`config.mk`:
```
export PLATFORM = sky130hd
export DESIGN_NAME = pblc_ctrl
export DESIGN_NICKNAME = d
export VERILOG_FILES = /design/src/core/pblc_pkg.sv /design/src/core/pblc_ctrl.sv /design/src/core/pblc_err_counter.sv /design/src/core/pblc_packet_gen.sv
export SDC_FILE = /design/constraint.sdc
export NUM_CORES = 1
export LEC_CHECK = 0
export CORE_MARGIN = 2
export CORE_UTILIZATION = 30
export DETAILED_ROUTE_END_ITERATION = 10
export DONT_BUFFER_PORTS = 1
export PLACE_DENSITY = 0.44
export REMOVE_ABC_BUFFERS = 1
export SLEW_MARGIN = 20
export SYNTH_ARGS = -nofsm -noshare
export SYNTH_HDL_FRONTEND = slang
export SYNTH_HIERARCHICAL = 1
export SYNTH_SLANG_ARGS = --single-unit
```
`constraint.sdc`:
```
create_clock -name mclk -period 5.1 [get_ports mclk]
set_input_delay 0.255 -clock mclk [delete_from_list [all_inputs] [get_ports mclk]]
set_output_delay 0.255 -clock mclk [all_outputs]
set_load 0.01 [all_outputs]
```
`src/core/pblc_pkg.sv`:
```
package pblc_pkg;
    // register bus geometry
    localparam int ADDR_W = 5;
    localparam int DATA_W = 16;
    // self-test and loopback control register
    localparam logic [4:0]  OFF_CTRL        = 5'h16;
    localparam logic [15:0] CTRL_RESET      = 16'h0100;
    // interrupt status and mask (chosen offsets)
    localparam logic [4:0]  OFF_IRQ_STATUS  = 5'h18;
    localparam logic [4:0]  OFF_IRQ_MASK    = 5'h19;
    // checker error count readback (chosen offset)
    localparam logic [4:0]  OFF_ERR_COUNT   = 5'h1A;
    // field positions
    localparam int BIT_CNT_MODE   = 14;
    localparam int BIT_PRBS_HI    = 13;
    localparam int BIT_PRBS_LO    = 12;
    localparam int BIT_LOCK       = 11;
    localparam int BIT_SYNC_LOSS  = 10;
    localparam int BIT_GEN_ACTIVE = 9;
    localparam int BIT_POWER      = 8;
    localparam int BIT_TX_IN_LB   = 6;
    localparam int LB_MSB         = 4;
    // writable bits of the control register
    localparam logic [15:0] CTRL_WMASK    = 16'h705F;
    // prbs configuration codes
    localparam logic [1:0] PRBS_OFF      = 2'h0;
    localparam logic [1:0] PRBS_SINGLE   = 2'h1;
    localparam logic [1:0] PRBS_CHECK    = 2'h2;
    localparam logic [1:0] PRBS_BOTH     = 2'h3;
    // loopback select codes
    localparam logic [4:0] LB_NONE       = 5'h00;
    localparam logic [4:0] LB_PCS_IN     = 5'h01;
    localparam logic [4:0] LB_PCS_OUT    = 5'h02;
    localparam logic [4:0] LB_DIGITAL    = 5'h04;
    localparam logic [4:0] LB_ANALOG     = 5'h08;
    localparam logic [4:0] LB_REVERSE    = 5'h10;
    // interrupt status bit positions
    localparam int IRQ_WRAP  = 0;
    localparam int IRQ_LOSS  = 1;
    localparam int IRQ_LOCK  = 2;
    localparam int IRQ_W     = 3;
    // checker error counter width
    localparam int ERR_W = 16;
    // generator states
    typedef enum logic [1:0] {
        PBLC_GEN_IDLE,
        PBLC_GEN_RUN,
        PBLC_GEN_DONE
    } pblc_gen_state_t;
endpackage : pblc_pkg

```
`src/core/pblc_ctrl.sv`:
```
// Notes on behaviour
// - mode bit 0: checker error counter stops at its maximum value.
// - mode bit 1: counter pulses at maximum, wraps to zero, keeps counting.
// - prbs field 0 disables both; field 2 enables checker only.
// - prbs field 1 sends one constant packet; checker stays off.
// - prbs field 3 enables both; generator sends packets continuously.
// - lock bit reads 1 while checker is locked, else 0.
// - sync-loss bit reads 1 after a loss, 0 otherwise; resets 0.
// - generator status bit reads 1 while generator is active.
// - power bit reads 0 in active sleep, 1 normally; resets 1.
// - at 100 Mbps in mii loopback, tx bit also drives line.
// - loopback 1 selects pcs input (10 Mbps), 2 pcs output.
// - loopback 4 selects digital (100 Mbps); software adds further writes.
// - loopback 8 selects analog, 0x10 selects reverse.
// - control register at offset 0x16, reset value 0x0100.
// - receive error counter does not increment during mii loopback.
//
// The placing of the registers and the address-and-strobe port were decided locally.
module pblc_ctrl
    import pblc_pkg::*;
(
    // clock and reset
    input  wire logic                       mclk,
    input  wire logic                       reset,
    // register port
    input  wire logic [pblc_pkg::ADDR_W-1:0] reg_addr,
    input  wire logic [pblc_pkg::DATA_W-1:0] reg_wdata,
    input  wire logic                       reg_write,
    input  wire logic                       reg_read,
    output logic      [pblc_pkg::DATA_W-1:0] reg_rdata,
    // phy state
    input  wire logic                       speed_100,
    input  wire logic                       mii_loopback,
    input  wire logic                       active_sleep,
    // prbs checker
    input  wire logic                       checker_locked,
    input  wire logic                       checker_sync_lost,
    input  wire logic                       checker_bit_error,
    output logic                            checker_enable,
    // packet generator engine
    input  wire logic                       gen_pkt_done,
    output logic                            gen_pkt_start,
    output logic                            gen_continuous,
    // receive error counting
    input  wire logic                       rx_error_event,
    output logic                            rx_error_count_en,
    // loopback path selects
    output logic                            lb_pcs_input,
    output logic                            lb_pcs_output,
    output logic                            lb_digital,
    output logic                            lb_analog,
    output logic                            lb_reverse,
    output logic                            tx_to_line_in_lb,
    // checker error count and interrupt
    output logic                            err_wrap_pulse,
    output logic                            irq
);
    logic [15:0]        cfg_q;          // writable fields only
    logic               sync_loss_q;
    logic [IRQ_W-1:0]   irq_status_q;
    logic [IRQ_W-1:0]   irq_mask_q;
    logic [ERR_W-1:0]   err_count;
    logic               gen_active;
    logic               lock_q;
    logic [1:0]         prbs_cfg;
    logic [4:0]         lb_sel;
    logic               gen_enable;
    logic               wr_ctrl;
    logic               rd_status;
    logic [15:0]        ctrl_view;
    logic [IRQ_W-1:0]   irq_events;

    assign wr_ctrl   = reg_write && (reg_addr == OFF_CTRL);
    assign rd_status = reg_read && (reg_addr == OFF_IRQ_STATUS);
    assign prbs_cfg  = cfg_q[BIT_PRBS_HI:BIT_PRBS_LO];
    assign lb_sel    = cfg_q[LB_MSB:0];

    // writable fields; reserved and read-only bits are masked off
    always_ff @(posedge mclk) begin
        if (reset) begin
            cfg_q <= CTRL_RESET & CTRL_WMASK;
        end else if (wr_ctrl) begin
            cfg_q <= reg_wdata & CTRL_WMASK;
        end
    end

    // prbs field decode
    always_comb begin
        gen_enable     = 1'b0;
        checker_enable = 1'b0;
        gen_continuous = 1'b0;
        case (prbs_cfg)
            PRBS_OFF:    ;
            PRBS_SINGLE: gen_enable = 1'b1;
            PRBS_CHECK:  checker_enable = 1'b1;
            PRBS_BOTH: begin
                gen_enable     = 1'b1;
                checker_enable = 1'b1;
                gen_continuous = 1'b1;
            end
            default: ;
        endcase
    end

    pblc_packet_gen u_gen (
        .mclk       (mclk),
        .reset      (reset),
        .enable     (gen_enable),
        .continuous (gen_continuous),
        .pkt_done   (gen_pkt_done),
        .pkt_start  (gen_pkt_start),
        .active     (gen_active)
    );

    pblc_err_counter #(.WIDTH(ERR_W)) u_err (
        .mclk         (mclk),
        .reset        (reset),
        .enable       (checker_enable),
        .continuous   (cfg_q[BIT_CNT_MODE]),
        .error_in     (checker_bit_error),
        .count_q      (err_count),
        .wrap_pulse_q (err_wrap_pulse)
    );

    // lock is only meaningful while the checker runs
    always_ff @(posedge mclk) begin
        if (reset) begin
            lock_q <= 1'b0;
        end else begin
            lock_q <= checker_enable && checker_locked;
        end
    end

    // sticky so a brief loss is still seen by software
    always_ff @(posedge mclk) begin
        if (reset || !checker_enable) begin
            sync_loss_q <= 1'b0;
        end else if (checker_sync_lost) begin
            sync_loss_q <= 1'b1;
        end
    end

    // loopback path one-hot decode; other codes select nothing
    assign lb_pcs_input  = (lb_sel == LB_PCS_IN) && !speed_100;
    assign lb_pcs_output = (lb_sel == LB_PCS_OUT);
    assign lb_digital    = (lb_sel == LB_DIGITAL) && speed_100;
    assign lb_analog     = (lb_sel == LB_ANALOG);
    assign lb_reverse    = (lb_sel == LB_REVERSE);

    // gated here by 100 Mbps and mii loopback, so write order does not matter
    assign tx_to_line_in_lb = speed_100 && mii_loopback && cfg_q[BIT_TX_IN_LB];

    // receive error counter gate
    assign rx_error_count_en = rx_error_event && !mii_loopback;

    // register image; reserved bits fall out as zero
    always_comb begin
        ctrl_view                 = cfg_q;
        ctrl_view[BIT_LOCK]       = lock_q;
        ctrl_view[BIT_SYNC_LOSS]  = sync_loss_q;
        ctrl_view[BIT_GEN_ACTIVE] = gen_active;
        ctrl_view[BIT_POWER]      = !active_sleep;
    end

    // interrupt events
    assign irq_events[IRQ_WRAP] = err_wrap_pulse;
    assign irq_events[IRQ_LOSS] = checker_enable && checker_sync_lost && !sync_loss_q;
    assign irq_events[IRQ_LOCK] = checker_enable && checker_locked && !lock_q;

    // read of status clears, but a same-cycle event survives
    always_ff @(posedge mclk) begin
        if (reset) begin
            irq_status_q <= '0;
        end else if (rd_status) begin
            irq_status_q <= irq_events;
        end else begin
            irq_status_q <= irq_status_q | irq_events;
        end
    end

    always_ff @(posedge mclk) begin
        if (reset) begin
            irq_mask_q <= '0;
        end else if (reg_write && (reg_addr == OFF_IRQ_MASK)) begin
            irq_mask_q <= reg_wdata[IRQ_W-1:0];
        end
    end

    assign irq = |(irq_status_q & irq_mask_q);

    // read data stands in the cycle after the strobe only
    always_ff @(posedge mclk) begin
        if (reset) begin
            reg_rdata <= '0;
        end else if (reg_read) begin
            case (reg_addr)
                OFF_CTRL:       reg_rdata <= ctrl_view;
                OFF_IRQ_STATUS: reg_rdata <= {{(DATA_W-IRQ_W){1'b0}}, irq_status_q};
                OFF_IRQ_MASK:   reg_rdata <= {{(DATA_W-IRQ_W){1'b0}}, irq_mask_q};
                OFF_ERR_COUNT:  reg_rdata <= err_count;
                default:        reg_rdata <= '0;
            endcase
        end else begin
            reg_rdata <= '0;
        end
    end
endmodule : pblc_ctrl

```
`src/core/pblc_err_counter.sv`:
```
// checker error counter: saturating or wrapping with a pulse
module pblc_err_counter
    import pblc_pkg::*;
#(
    parameter int WIDTH = pblc_pkg::ERR_W
) (
    // clock and reset
    input  wire logic             mclk,
    input  wire logic             reset,
    // control
    input  wire logic             enable,
    input  wire logic             continuous,
    input  wire logic             error_in,
    // result
    output logic [WIDTH-1:0]      count_q,
    output logic                  wrap_pulse_q
);
    logic at_max;

    assign at_max = &count_q;

    // counter holds at zero while the checker is disabled
    always_ff @(posedge mclk) begin
        if (reset || !enable) begin
            count_q <= '0;
        end else if (error_in) begin
            if (!at_max) begin
                count_q <= count_q + 1'b1;
            end else if (continuous) begin
                count_q <= '0;
            end                                       // else hold
        end
    end

    // one pulse as the counter wraps from its top value
    always_ff @(posedge mclk) begin
        if (reset) begin
            wrap_pulse_q <= 1'b0;
        end else begin
            wrap_pulse_q <= enable && error_in && at_max && continuous;
        end
    end
endmodule : pblc_err_counter

```
`src/core/pblc_packet_gen.sv`:
```
// packet generator sequencer: single or continuous packets
module pblc_packet_gen
    import pblc_pkg::*;
(
    // clock and reset
    input  wire logic             mclk,
    input  wire logic             reset,
    // control
    input  wire logic             enable,
    input  wire logic             continuous,
    // packet engine handshake
    input  wire logic             pkt_done,
    output logic                  pkt_start,
    // status
    output logic                  active
);
    pblc_gen_state_t state_q;
    pblc_gen_state_t state_d;

    // single mode ends after one packet until disabled or made continuous
    always_comb begin
        state_d = state_q;
        case (state_q)
            PBLC_GEN_IDLE: if (enable) state_d = PBLC_GEN_RUN;
            PBLC_GEN_RUN: begin
                if (!enable) begin
                    state_d = PBLC_GEN_IDLE;
                end else if (pkt_done && !continuous) begin
                    state_d = PBLC_GEN_DONE;
                end
            end
            PBLC_GEN_DONE: begin
                if (!enable) begin
                    state_d = PBLC_GEN_IDLE;
                end else if (continuous) begin
                    state_d = PBLC_GEN_RUN;
                end
            end
            default: state_d = PBLC_GEN_IDLE;
        endcase
    end

    always_ff @(posedge mclk) begin
        if (reset) begin
            state_q <= PBLC_GEN_IDLE;
        end else begin
            state_q <= state_d;
        end
    end

    // engine runs while in RUN; continuous keeps it there
    assign pkt_start = (state_q == PBLC_GEN_RUN) && enable;
    assign active    = (state_q == PBLC_GEN_RUN);
endmodule : pblc_packet_gen

```
==> flow_summary.json <==
{
  "wire_per_inst_um": 17.85,
  "antenna_found_initial": 0,
  "instances_no_fill": 397,
  "ys_async_sr_fraction_pct": 0,
  "yosys_warnings": 6,
  "min_period_over_period_pct": 43.78,
  "regArea_sq_um": 1041,
  "grt_pass1_wl_mm": 11.83,
  "drv_cap": 0,
  "grt_usage_pct": 15.09,
  "fin_skew_ps": 9.616,
  "grt_max_degree": 29,
  "synth_top_cells_by_area": "dfxtp_1, nand3_1, mux2i_1",
  "final_nets": 323,
  "layout-drive-gt1-share_pct": 10.03,
  "maxSlewViolCount": 0,
  "syn-cell-area_sq_um": 2721,
  "coreArea_sq_um": 8763,
  "cp_data_required_time_ps": 5300,
  "grt_pass1_vias": 2139,
  "dp_cells": 389,
  "synthFlopType": "dfxtp_1",
  "synth_cells": 304,
  "htree_num_levels": 2,
  "n_antenna_cell": 0,
  "min_path_cells": 1,
  "gp_congestion": 0.8224,
  "clock.fmax_mhz": 447.8,
  "setup_viol": 0,
  "die_h_um": 99.24,
  "worstPathArrival_ps": 2430,
  "hpwl_mm": 5.184,
  "crit_chain": "nand4_1 -> nor4_1 -> o221a_2 -> o21ai_0",
  "postCtsResizedCells": 0,
  "max_slew_margin_pct": 46.51,
  "cts_root_buffer": "clkbuf_8",
  "clk_latency_ps": 300,
  "leakagePower_uw": 0.0008354,
  "overflow": 0,
  "ys_ff_latch": 52,
  "cts_buffers": 5,
  "die-width_um": 99.24,
  "ant_nets": 0,
  "avgViaCountPerCell": 5.579,
  "cp_slowest_cell": "nor4_1",
  "cp.depth": 4,
  "grt_setup_unrepaired": "no",
  "yosysTopAreaCell": "dfxtp_1",
  "power.density_nw_per_um2": 236.8,
  "cp_top_family": "simple AND/OR/NAND/NOR gates",
  "reg2reg_depth": 4,
  "num_rows": 34,
  "hp-class": "in2reg",
  "routed_wl_mm": 7.088,
  "avgSynthCellArea_sq_um": 8.952,
  "worst_pin_slew_ps": 795.0,
  "firstDrtPassIters": 4,
  "yosysSeqAreaShare_pct": 38.25,
  "clkPwrFrac_pct": 34.4,
  "crit_fanout": 13,
  "die-area_sq_um": 9849,
  "cts_num_sinks": 52,
  "synth_top_area_share_pct": 38.25,
  "status": "complete, no violations",
  "synthDistinctLibCells": 63,
  "vias": 2215,
  "period_minus_slack_ps": 2233,
  "path_clk_slew_ps": 90,
  "clock_path_buffers": 2,
  "multiInputGateArea_sq_um": 1506,
  "cp-start-kind": "register",
  "irDropWorstVdd_v": 0.00009643,
  "cp-end-kind": "register",
  "p_sw_share_pct": 22.87,
  "cts_tree": "done",
  "combPwrFrac_pct": 4.1,
  "intPower_uw": 510.9,
  "io-pin-count": 61,
  "synth_edf_count": 0,
  "portBuffers": 0,
  "worstSetupPathType": "reg2reg",
  "n_fill_cell": 921,
  "crit_path_max_incr_delay_ps": 850,
  "cp_num_buf_inv": 0,
  "drcViolationCount": 0,
  "initial_core_util_pct": 31.05,
  "seq_power_share_pct": 61.5,
  "syn_to_final_growth_pct": 2.759,
  "finalSetupTns_ps": 0,
  "p_sw_uw": 151.5,
  "finalHoldViolCount": 0,
  "r2r_slack_ps": 2870,
  "drt_iter0_markers": 172
}
-- cells in the final DEF, fill, tap and decap left out, types with 3 or more instances in the layout --
cell type / n
and3_1: 4
nand4_1: 10
nand2b_1: 20
o21ai_0: 15
nor2_1: 8
a211oi_2: 5
nand3_1: 31
dfxtp_1: 52
a311oi_1: 3
nor3_1: 6
nor2b_1: 7
nor4_1: 6
a211oi_1: 5
clkbuf_8: 5
nand4b_1: 3
nand2_1: 14
a21oi_1: 14
o31ai_1: 4
or3_1: 9
inv_1: 5
mux2i_1: 13
nand3b_1: 4
and2_1: 3
-- final timing paths --
| path | from | endpoint |
|---|---|---|
| hold / removal | reset | irq_mask_q[1] |
| hold reg to reg | lock_q | irq_status_q[2] |
| setup / recovery | u_err/count_q[4] | u_err/count_q[9] |
| setup reg to reg | u_err/count_q[4] | u_err/count_q[9] |
-- power groups by stage --
stage / clock [uW] / combinational, uW / sequential [uW]
3_5_place_dp: 0 / 26.3 / 417
6_report: 228 / 27.1 / 408
3_3_place_gp: 0 / 25.9 / 417
4_1_cts: 240 / 26.3 / 408
5_1_grt: 265 / 30.1 / 408
2_1_floorplan: 0 / 21.0 / 417
-- per-layer routing --
metal  track usage [%]  up-vias  routed length, um
met1             20.56     1059               3326
met4             4.004        0                 65
met2             24.01       47               3367
li1                  -     1105                  -
met3             3.584        4                328
met5                 0        -                  0
-- final cells by class --
| cell class | count | area share, % |
|---|---|---|
| clock buffers | 5 | 2.461 |
| clock inverters | 2 | 0.4474 |
| inverters | 6 | 0.8054 |
| multi-input cells | 223 | 53.87 |
| flip-flops and latches | 52 | 37.23 |
| well taps | 108 | 4.832 |
| repair buffers | 1 | 0.3579 |
-- state kept, by name, summed over array words and instances, names as in the netlist --
register            count
reg_rdata              16
u_err/count_q          16
cfg_q                   9
irq_mask_q              3
irq_status_q            3
u_gen/state_q           2
lock_q                  1
sync_loss_q             1
u_err/wrap_pulse_q      1
-- Yosys cell counts (2+ instances only) --
master,n
clkbuf_1,8
or4_1,2
buf_2,3
nand3b_1,4
o41ai_1,2
nor3_1,6
inv_1,5
and3_1,4
nor2b_1,8
nor4_1,6
and4_1,2
nand3_1,31
a21oi_1,14
mux2i_1,13
nor3b_1,2
buf_4,4
o21ai_0,15
nand2b_1,20
buf_6,4
dfxtp_1,52
a211oi_1,5
nand2_1,14
clkbuf_2,2
o32ai_1,2
and2_1,3
nor2_1,8
nand4_1,10
nand4b_1,3
a311oi_1,3
or3_1,9
a211oi_2,5
o31ai_1,4
-- repair_timing --
item,in CTS,in global routing
setup buffers,0,0
hold buffers,0,1
hold endpoints to repair,0,4
-- through the flow --
step,util (%),total power (uW),setup slack (ps),instance area (sq um),hold WS [ps]
3_3_place_gp,30.84,443.1,2939,2703,328.0
4_1_cts,31.77,674.5,2925,2784,4.134
2_1_floorplan,-,437.8,3258,2567,324.1
5_1_grt,31.91,702.9,2653,2796,6.560
3_5_place_dp,30.84,443.5,2941,2703,328.2
6_report,31.91,662.3,2867,2796,25.18
-- cells by family (layout without fill, tap and decap cells) --
logic type | count (synthesis) | count (layout) | synth area share, %
AND/OR/NAND/NOR | 147 | 147 | 33.38
adder cells (fa/ha/maj) | 1 | 1 | 0.4597
multiplexers | 13 | 13 | 4.781
AO/OA/AOI/OAI | 62 | 62 | 16.64
flip-flops | 52 | 52 | 38.25
buffers and inverters | 29 | 14 | 6.482
No activity file was read; power rests on OpenSTA's default activity.
